### config.mk
export PLATFORM = sky130hd
export DESIGN_NAME = event_count_pulse_measure_timer
export DESIGN_NICKNAME = d
export VERILOG_FILES = /design/src/timer_pkg.sv /design/src/edge_detect.sv /design/src/event_count_pulse_measure_timer.sv
export SDC_FILE = /design/constraint.sdc
export NUM_CORES = 1
export LEC_CHECK = 0
export BUFFER_PORTS_ARGS = -buffer_cell sky130_fd_sc_hd__buf_4
export CAP_MARGIN = 0
export CORE_MARGIN = 10
export CORE_UTILIZATION = 30
export DETAILED_ROUTE_END_ITERATION = 16
export GPL_TIMING_DRIVEN = 0
export SYNTH_ARGS = -nofsm -noshare
export SYNTH_HDL_FRONTEND = slang
export SYNTH_HIERARCHICAL = 1
export SYNTH_SLANG_ARGS = --single-unit
### constraint.sdc
create_clock -name pclk -period 3.9 [get_ports pclk]
set_clock_uncertainty 0.1 [all_clocks]
set_input_delay 1.17 -clock pclk [delete_from_list [all_inputs] [get_ports pclk]]
set_output_delay 1.17 -clock pclk [all_outputs]
set_load 0.02 [all_outputs]
### src/timer_pkg.sv
// Purpose: Shared constants and types for the event count / pulse measure timer.
// Assumes: APB with 32-bit data, one aligned word per register.
// Notes: Offsets are byte addresses.
package timer_pkg;
    localparam int CNT_W = 16;
    localparam logic [11:0] OFF_TIMER = 12'h000;
    localparam logic [11:0] OFF_MODE = 12'h004;
    localparam logic [11:0] OFF_START = 12'h008;
    localparam logic [11:0] OFF_STATUS = 12'h00c;
    localparam logic [11:0] OFF_MASK = 12'h010;
    localparam logic [1:0] MODE_TIMER = 2'h0;
    localparam logic [1:0] MODE_EVENT = 2'h1;
    localparam logic [1:0] MODE_MEASURE = 2'h2;
    localparam logic [1:0] EDGE_FALL = 2'h0;
    localparam logic [1:0] EDGE_RISE = 2'h1;
    localparam logic [1:0] EDGE_BOTH = 2'h2;
    localparam logic [1:0] PRESC_DIV8 = 2'h1;
    localparam logic [1:0] PRESC_DIV32 = 2'h2;
    localparam int DIV8_W = 3;
    localparam int MODE_LSB = 0;
    localparam int EDGE_LSB = 2;
    localparam int PRESC_LSB = 4;
    localparam int WIDTH_BIT = 6;
    localparam int OVF_BIT = 7;
    localparam int IRQ_UNDER = 0;
    localparam int IRQ_EDGE = 1;
    localparam int IRQ_OVF = 2;
    localparam int IRQ_W = 3;
    localparam logic [7:0] MODE_RESET = 8'h00;
    localparam logic [CNT_W-1:0] CNT_ZERO = 16'h0000;
    localparam logic [CNT_W-1:0] CNT_ONE = 16'h0001;
    localparam logic [CNT_W-1:0] CNT_MAX = 16'hffff;

    typedef struct packed {
        logic [1:0] mode;
        logic [1:0] edge_sel;
        logic [1:0] presc_sel;
        logic width_meas;
    } timer_cfg_t;

    typedef struct packed {
        logic under;
        logic meas_edge;
        logic ovf;
    } timer_evt_t;
endpackage

### src/edge_detect.sv
// Purpose: Detects rising and falling edges of the synchronous count input.
// Assumes: Input already synchronous to pclk.
// Notes: A single pipeline flop supplies the previous level.
`timescale 1ns/1ps
module edge_detect (
    input wire logic pclk,
    input wire logic presetn,
    input wire logic sig_in,
    output logic rise,
    output logic fall
);
    logic prev_reg;

    always_ff @(posedge pclk or negedge presetn) begin
        if (!presetn) begin
            prev_reg <= 1'b0;
        end else begin
            prev_reg <= sig_in;
        end
    end

    assign rise = sig_in & ~prev_reg;
    assign fall = ~sig_in & prev_reg;
endmodule

### src/event_count_pulse_measure_timer.sv
// Purpose: One 16-bit timer channel: timer, event counter and pulse measurement.
// Assumes: APB slave, 32-bit data; count input synchronous to pclk.
// Notes: Interrupt status clears on read; mask gates the irq output.
// Functional notes
// - Event mode counts rising, falling or both edges.
// - Event mode counts down, underflow irq, reloads.
// - One underflow per n plus one edges.
// - Start flag one runs, zero stops counting.
// - Event mode read returns live count.
// - Write while stopped loads reload and counter.
// - Write while running loads reload only.
// - Pinless channel is internal timer only.
// - Measure counts up; edge captures, restarts zero.
// - Measure irq per edge except first.
// - Overflow raises irq and sets overflow flag.
// - Mode write while running clears overflow flag.
// - Measure read returns reload register result.
// - Measure mode ignores timer register writes.
// - Mode register low two bits select mode.
//
// Local design decisions: the APB slave port and the address map.
`timescale 1ns/1ps
module event_count_pulse_measure_timer #(
    parameter bit HAS_INPUT_PIN = 1'b1
) (
    input wire logic pclk,
    input wire logic presetn,
    input wire logic psel,
    input wire logic penable,
    input wire logic pwrite,
    input wire logic [11:0] paddr,
    input wire logic [31:0] pwdata,
    output logic [31:0] prdata,
    output logic pready,
    output logic pslverr,
    input wire logic count_input_pin,
    output logic irq
);
    localparam int W = timer_pkg::CNT_W;

    // ************************************************************
    // Bus decode
    // ************************************************************
    logic wr_en;
    logic rd_en;
    logic rd_setup;
    logic hit;
    logic [31:0] prdata_reg;

    function automatic logic sel(input logic [11:0] a, input logic [11:0] off);
        return a == off;
    endfunction

    assign hit = sel(paddr, timer_pkg::OFF_TIMER) | sel(paddr, timer_pkg::OFF_MODE)
        | sel(paddr, timer_pkg::OFF_START) | sel(paddr, timer_pkg::OFF_STATUS)
        | sel(paddr, timer_pkg::OFF_MASK);
    // Every register answers at once, so pready stays high; an unmapped
    // address is refused with pslverr and changes nothing.
    assign pready = 1'b1;
    assign pslverr = psel & penable & ~hit;
    assign wr_en = psel & penable & pwrite & hit;
    assign rd_en = psel & penable & ~pwrite & hit;
    assign rd_setup = psel & ~penable & ~pwrite & hit;

    // ************************************************************
    // Configuration registers
    // ************************************************************
    logic [7:0] mode_reg;
    logic start_reg;
    logic [timer_pkg::IRQ_W-1:0] mask_reg;
    timer_pkg::timer_cfg_t cfg;
    logic [1:0] eff_mode;

    always_ff @(posedge pclk or negedge presetn) begin
        if (!presetn) begin
            mode_reg <= timer_pkg::MODE_RESET;
        end else if (wr_en && sel(paddr, timer_pkg::OFF_MODE)) begin
            mode_reg <= pwdata[7:0];
        end
    end

    always_ff @(posedge pclk or negedge presetn) begin
        if (!presetn) begin
            start_reg <= 1'b0;
        end else if (wr_en && sel(paddr, timer_pkg::OFF_START)) begin
            start_reg <= pwdata[0];
        end
    end

    always_ff @(posedge pclk or negedge presetn) begin
        if (!presetn) begin
            mask_reg <= '0;
        end else if (wr_en && sel(paddr, timer_pkg::OFF_MASK)) begin
            mask_reg <= pwdata[timer_pkg::IRQ_W-1:0];
        end
    end

    assign cfg.mode = mode_reg[timer_pkg::MODE_LSB +: 2];
    assign cfg.edge_sel = mode_reg[timer_pkg::EDGE_LSB +: 2];
    assign cfg.presc_sel = mode_reg[timer_pkg::PRESC_LSB +: 2];
    assign cfg.width_meas = mode_reg[timer_pkg::WIDTH_BIT];

    // A channel without a pin falls back to plain timer mode, whatever is written.
    assign eff_mode = (HAS_INPUT_PIN || cfg.mode == timer_pkg::MODE_TIMER)
        ? cfg.mode : timer_pkg::MODE_TIMER;

    // ************************************************************
    // Edge and prescaler sources
    // ************************************************************
    logic pin_gated;
    logic in_rise;
    logic in_fall;
    logic ev_edge;
    logic meas_edge;
    logic [4:0] presc_reg;
    logic tick;

    // A pinless channel sees a quiet low input, so no edge can ever reach it.
    assign pin_gated = HAS_INPUT_PIN ? count_input_pin : 1'b0;

    edge_detect u_edge (
        .pclk(pclk),
        .presetn(presetn),
        .sig_in(pin_gated),
        .rise(in_rise),
        .fall(in_fall)
    );

    function automatic logic pick_edge(input logic [1:0] s, input logic r, input logic f);
        case (s)
            timer_pkg::EDGE_RISE: pick_edge = r;
            timer_pkg::EDGE_BOTH: pick_edge = r | f;
            default: pick_edge = f;
        endcase
    endfunction

    assign ev_edge = pick_edge(cfg.edge_sel, in_rise, in_fall);
    // Width measurement restarts on every transition; period only on the chosen one.
    assign meas_edge = cfg.width_meas ? (in_rise | in_fall)
        : pick_edge(cfg.edge_sel, in_rise, in_fall);

    always_ff @(posedge pclk or negedge presetn) begin
        if (!presetn) begin
            presc_reg <= '0;
        end else if (!start_reg) begin
            presc_reg <= '0;
        end else begin
            presc_reg <= presc_reg + 5'h01;
        end
    end

    // Divide by 1, 8 or 32 from the free prescaler. It restarts with the
    // start flag, so the first divided tick comes a full period after start.
    always_comb begin
        case (cfg.presc_sel)
            timer_pkg::PRESC_DIV8: tick = &presc_reg[timer_pkg::DIV8_W-1:0];
            timer_pkg::PRESC_DIV32: tick = &presc_reg;
            default: tick = 1'b1;
        endcase
    end

    // ************************************************************
    // Counter, reload and measurement state
    // ************************************************************
    // ST_FIRST waits for the edge that opens the first interval; the capture
    // made at that edge is not a result and raises no request.
    typedef enum logic [2:0] {
        ST_IDLE = 3'b001,
        ST_FIRST = 3'b010,
        ST_MEAS = 3'b100
    } meas_state_t;

    meas_state_t state_reg;
    logic [W-1:0] cnt_reg;
    logic [W-1:0] reload_reg;
    logic ovf_reg;
    logic tmr_wr;
    logic is_meas;
    logic cnt_step;
    timer_pkg::timer_evt_t evt;

    assign tmr_wr = wr_en && sel(paddr, timer_pkg::OFF_TIMER);
    assign is_meas = eff_mode == timer_pkg::MODE_MEASURE;
    assign cnt_step = (eff_mode == timer_pkg::MODE_EVENT) ? ev_edge : tick;

    always_ff @(posedge pclk or negedge presetn) begin
        if (!presetn) begin
            state_reg <= ST_IDLE;
        end else begin
            case (state_reg)
                ST_IDLE: begin
                    // An edge in the first running cycle is already the first one.
                    if (start_reg && is_meas && meas_edge) begin
                        state_reg <= ST_MEAS;
                    end else if (start_reg && is_meas) begin
                        state_reg <= ST_FIRST;
                    end
                end
                ST_FIRST: begin
                    if (!start_reg || !is_meas) begin
                        state_reg <= ST_IDLE;
                    end else if (meas_edge) begin
                        state_reg <= ST_MEAS;
                    end
                end
                ST_MEAS: begin
                    if (!start_reg || !is_meas) begin
                        state_reg <= ST_IDLE;
                    end
                end
                default: state_reg <= ST_IDLE;
            endcase
        end
    end

    // Counter runs only while the start flag is set. In measurement mode the
    // capture edge wins over the tick, so each interval starts from zero.
    always_ff @(posedge pclk or negedge presetn) begin
        if (!presetn) begin
            cnt_reg <= timer_pkg::CNT_ZERO;
        end else if (is_meas) begin
            if (start_reg) begin
                if (meas_edge) begin
                    cnt_reg <= timer_pkg::CNT_ZERO;
                end else if (tick) begin
                    cnt_reg <= cnt_reg + timer_pkg::CNT_ONE;
                end
            end
        end else if (tmr_wr && !start_reg) begin
            cnt_reg <= pwdata[W-1:0];
        end else if (start_reg && cnt_step) begin
            if (cnt_reg == timer_pkg::CNT_ZERO) begin
                cnt_reg <= reload_reg;
            end else begin
                cnt_reg <= cnt_reg - timer_pkg::CNT_ONE;
            end
        end
    end

    // Reload follows every write outside measurement mode; the counter only
    // takes it while stopped or at an underflow.
    always_ff @(posedge pclk or negedge presetn) begin
        if (!presetn) begin
            reload_reg <= timer_pkg::CNT_ZERO;
        end else if (is_meas) begin
            if (start_reg && meas_edge) begin
                reload_reg <= cnt_reg;
            end
        end else if (tmr_wr) begin
            reload_reg <= pwdata[W-1:0];
        end
    end
    // Writes to the timer register in measurement mode fall through both
    // processes above untouched.

    // Events are one-cycle strobes into the sticky status bits.
    assign evt.under = !is_meas && start_reg && cnt_step
        && cnt_reg == timer_pkg::CNT_ZERO;
    assign evt.meas_edge = is_meas && start_reg && meas_edge
        && state_reg == ST_MEAS;
    assign evt.ovf = is_meas && start_reg && tick && !meas_edge
        && cnt_reg == timer_pkg::CNT_MAX;

    // An overflow in the same cycle as a clearing mode write still sets the flag.
    always_ff @(posedge pclk or negedge presetn) begin
        if (!presetn) begin
            ovf_reg <= 1'b0;
        end else if (evt.ovf) begin
            ovf_reg <= 1'b1;
        end else if (wr_en && sel(paddr, timer_pkg::OFF_MODE) && start_reg) begin
            ovf_reg <= 1'b0;
        end
    end

    // ************************************************************
    // Interrupt status
    // ************************************************************
    logic [timer_pkg::IRQ_W-1:0] status_reg;
    logic [timer_pkg::IRQ_W-1:0] status_next;
    logic [timer_pkg::IRQ_W-1:0] evt_vec;
    logic status_rd;

    assign evt_vec = {evt.ovf, evt.meas_edge, evt.under};
    assign status_rd = rd_en && sel(paddr, timer_pkg::OFF_STATUS);

    // The word was taken at the end of the setup cycle, so a read clears only
    // the bits it reported; a later event stays pending and new events win.
    assign status_next = status_rd
        ? ((status_reg & ~prdata_reg[timer_pkg::IRQ_W-1:0]) | evt_vec)
        : (status_reg | evt_vec);

    always_ff @(posedge pclk or negedge presetn) begin
        if (!presetn) begin
            status_reg <= '0;
        end else begin
            status_reg <= status_next;
        end
    end

    always_ff @(posedge pclk or negedge presetn) begin
        if (!presetn) begin
            irq <= 1'b0;
        end else begin
            irq <= |(status_next & mask_reg);
        end
    end

    // ************************************************************
    // Read data
    // ************************************************************
    logic [31:0] rd_next;

    // Measurement mode shows the last captured result; the value is only
    // meaningful after the second effective edge.
    always_comb begin
        rd_next = '0;
        if (rd_setup) begin
            case (paddr)
                timer_pkg::OFF_TIMER: rd_next[W-1:0] = is_meas ? reload_reg
                    : cnt_reg;
                timer_pkg::OFF_MODE: begin
                    rd_next[timer_pkg::OVF_BIT-1:0] = mode_reg[timer_pkg::OVF_BIT-1:0];
                    rd_next[timer_pkg::OVF_BIT] = ovf_reg;
                end
                timer_pkg::OFF_START: rd_next[0] = start_reg;
                timer_pkg::OFF_STATUS: rd_next[timer_pkg::IRQ_W-1:0] = status_reg;
                timer_pkg::OFF_MASK: rd_next[timer_pkg::IRQ_W-1:0] = mask_reg;
                default: rd_next = '0;
            endcase
        end
    end

    // The word is taken at the end of the setup cycle and driven from a flop
    // through the access cycle, so no wait state is needed; between transfers
    // rd_next is zero and the bus reads zero.
    always_ff @(posedge pclk or negedge presetn) begin
        if (!presetn) begin
            prdata_reg <= '0;
        end else begin
            prdata_reg <= rd_next;
        end
    end

    assign prdata = prdata_reg;
endmodule

==> flow_metrics.tcl <==
set metrics [dict create \
    antennaDiodeCount 0 \
    hp-class "reg -> reg" \
    use_met1_pct 19.51 \
    final_cell_mix "nand2_1, dfrtp_1, buf_4" \
    cp_max_fo 8 \
    cts.sinks 73 \
    core_um2 15710 \
    tritoncts "done" \
    use_met2_pct 21.66 \
    finalCriticalPeriod_ns 3.760 \
    p_total_mw 1.848 \
    grt_overflow_total 0 \
    rows 46 \
    final_common_cell "nand2_1" \
    avgSynthCellArea_um2 8.318 \
    io_buffers 51 \
    setup_viol 0 \
    fin_area_um2 5814 \
    drv_cap 0 \
    hold_slack_ns 0.3721 \
    htree_levels 3 \
    drtIter0Drc 422 \
    slew_headroom_pct 13.85 \
    crit_buf_inv 3 \
    drcViolationCount 0 \
    synth_flop_cell "dfrtp_1" \
    synth_edf_count 0 \
    hpwl_um 11250 \
    viasPerCell 5.179 \
    post_cts_buffers 0 \
    clk_path_buf_depth 2 \
    via_count 4516 \
    grt_usage_pct 14.30 \
    dp.cells 856 \
    tns_ns 0 \
    final.period_utilization_pct 96.42 \
    cellLeakagePower_nw 2.532 \
    tightest_slew_ns 1.281 \
    async_flop_share_pct 100.0 \
    timing.fmax_mhz 265.9 \
    ant_nets 0 \
    cp_slowest_cell "clkbuf_1" \
    drt_pass1_iterations 5 \
    crit_arrival_ns 2.49 \
    cellPowerDensity_nw_per_um2 317.8 \
    placed_area_um2 5484 \
    cp.required_ns 2.63 \
    dieArea_um2 21360 \
    path_class "in -> out" \
    first_global_vias 4362 \
    synthDistinctLibCells 64 \
    routedWlPerCell_um 17.91 \
    ys_seq_area_share_pct 38.29 \
    peakVddDrop_uv 346.4 \
    cp_top_family "buffers and inverters" \
    slew_viol_final 0 \
    io-pin-count 85 \
    grt_max_degree 74 \
    ys_warn_count 6 \
    cp_common_cell "buf_4" \
    cp-start-kind "input port" \
    grt-busiest-layer "met2" \
    drt_wl_total_um 15620 \
    grt_first_pass_wirelength_um 24590 \
    grt_use_met3_pct 3.677 \
    die_y_um 146.2 \
    rsz0062_at_grt "no" \
    worstSetupEndpointType "output port" \
    die_width_um 146.2 \
    stdcell_count 872 \
    cpPeakStageDelay_ns 0.37 \
    status "complete, no violations" \
    cts_buffers 9 \
    finalHoldViolCount 0 \
    nets 711 \
    clkTransAtPathRegs_ns 0.06 \
    cts_hold_buf 0 \
    synthesis.area_um2 4775 \
    worstSkewPairLatency_ns 0.35 \
    start_util_pct 30.39 \
    synthCells 574 \
    gp_congestion 0.9649 \
    path_cells "buf_4 -> nor4_1 -> and3_1 -> clkbuf_1 -> a21oi_1 -> buf_4" \
    antenna_found_initial 0 \
    cts-root-buf "clkbuf_16" \
    drive_gt1_share_pct 18.60 \
    synth_seq_cells 73 \
    syn_to_final_growth_pct 21.78 \
]
## worst paths after layout
path                              start       endpoint  slack, ns  cells after the start
setup / recovery              paddr[10]        pslverr       0.14                      6
hold / removal             presc_reg[0]   presc_reg[0]       0.37                      1
setup reg to reg             cnt_reg[0]     cnt_reg[8]       0.36                     11
hold reg to reg            presc_reg[0]   presc_reg[0]       0.37                      1
max in group asynchronous       presetn    mask_reg[2]       2.20                      1
min in group asynchronous       presetn  reload_reg[8]       0.88                      1
## metrics by stage
stage | worst slack (ns) | utilization [%]
after floorplan | 0.5782 | -
after global placement | -0.03461 | 34.90
after detailed placement | -0.1052 | 34.90
after CTS | 0.09825 | 37.00
after global routing | 0.05079 | 37.00
final | 0.1396 | 37.00
## synth_stat cells, types with 2 or more instances
| master | count | share of area (%) |
|---|---|---|
| a211oi_1 | 8 | 1.3 |
| a21o_1 | 2 | 0.31 |
| a21oi_1 | 32 | 3.4 |
| a221o_1 | 3 | 0.63 |
| a221oi_1 | 3 | 0.55 |
| a22o_1 | 2 | 0.37 |
| a31oi_1 | 26 | 3.4 |
| and2_1 | 9 | 1.2 |
| and3_1 | 7 | 0.92 |
| buf_2 | 12 | 1.3 |
| buf_4 | 18 | 2.8 |
| buf_6 | 2 | 0.47 |
| clkbuf_1 | 33 | 2.6 |
| conb_1 | 2 | 0.16 |
| dfrtp_1 | 72 | 38 |
| ha_1 | 10 | 2.6 |
| inv_1 | 15 | 1.2 |
| mux2_2 | 10 | 2.4 |
| mux2_4 | 2 | 0.63 |
| mux2i_1 | 8 | 1.7 |
| nand2_1 | 78 | 6.1 |
| nand2b_1 | 4 | 0.52 |
| nand3_1 | 20 | 2.1 |
| nand3b_1 | 2 | 0.31 |
| nand4_1 | 3 | 0.39 |
| nor2_1 | 44 | 3.5 |
| nor2b_1 | 5 | 0.66 |
| nor3_1 | 18 | 1.9 |
| nor3b_1 | 3 | 0.47 |
| nor4_1 | 7 | 0.92 |
| nor4b_1 | 3 | 0.55 |
| o21a_1 | 4 | 0.63 |
| o21ai_0 | 23 | 2.4 |
| o21ai_1 | 9 | 0.94 |
| o22ai_1 | 9 | 1.2 |
| o31ai_1 | 13 | 2.0 |
| o32ai_1 | 6 | 1.1 |
| or2_1 | 2 | 0.26 |
| or3_1 | 7 | 0.92 |
| or4_1 | 5 | 0.79 |
| xnor2_1 | 10 | 1.8 |
## logic make-up after synthesis
| family | share of synthesized area, % |
|---|---|
| other | 0.1573 |
| flip-flops | 38.29 |
| AND/OR/NAND/NOR | 23.53 |
| XOR/XNOR | 2.018 |
| buffers and inverters | 8.333 |
| multiplexers | 4.665 |
| adder cells (fa/ha/maj) | 2.621 |
| AO/OA/AOI/OAI | 20.39 |
## per-layer routing
layer	vias up	part of all wire (%)
met4	0	1.3
met3	20	6.9
met1	2120	47
met2	183	45
met5	-	0
li1	2193	-
## power by group
| part | total (mW) | internal, mW | leakage [nW] | switching, mW |
|---|---|---|---|---|
| clock network | 0.923 | 0.566 | 0.160 | 0.357 |
| registers | 0.765 | 0.762 | 0.974 | 0.00358 |
| logic | 0.159 | 0.0636 | 1.40 | 0.0958 |
| total | 1.85 | 1.39 | 2.53 | 0.456 |
## cell type report
cell class,count,area (um2)
multi-input combinational,436,2606
timing repair buffer,51,382.9
clock inverter,7,103.9
inverter,15,56.30
sequential,73,1828
fill,1667,9898
clock buffer,9,225.2
tap,216,270.3
buffer,65,341.6
## what timing repair did
item	CTS	global route
endpoints found under the setup margin	0	10
resized for setup	0	1
hold endpoints to repair	0	0
(Power assumes the default switching activity.)
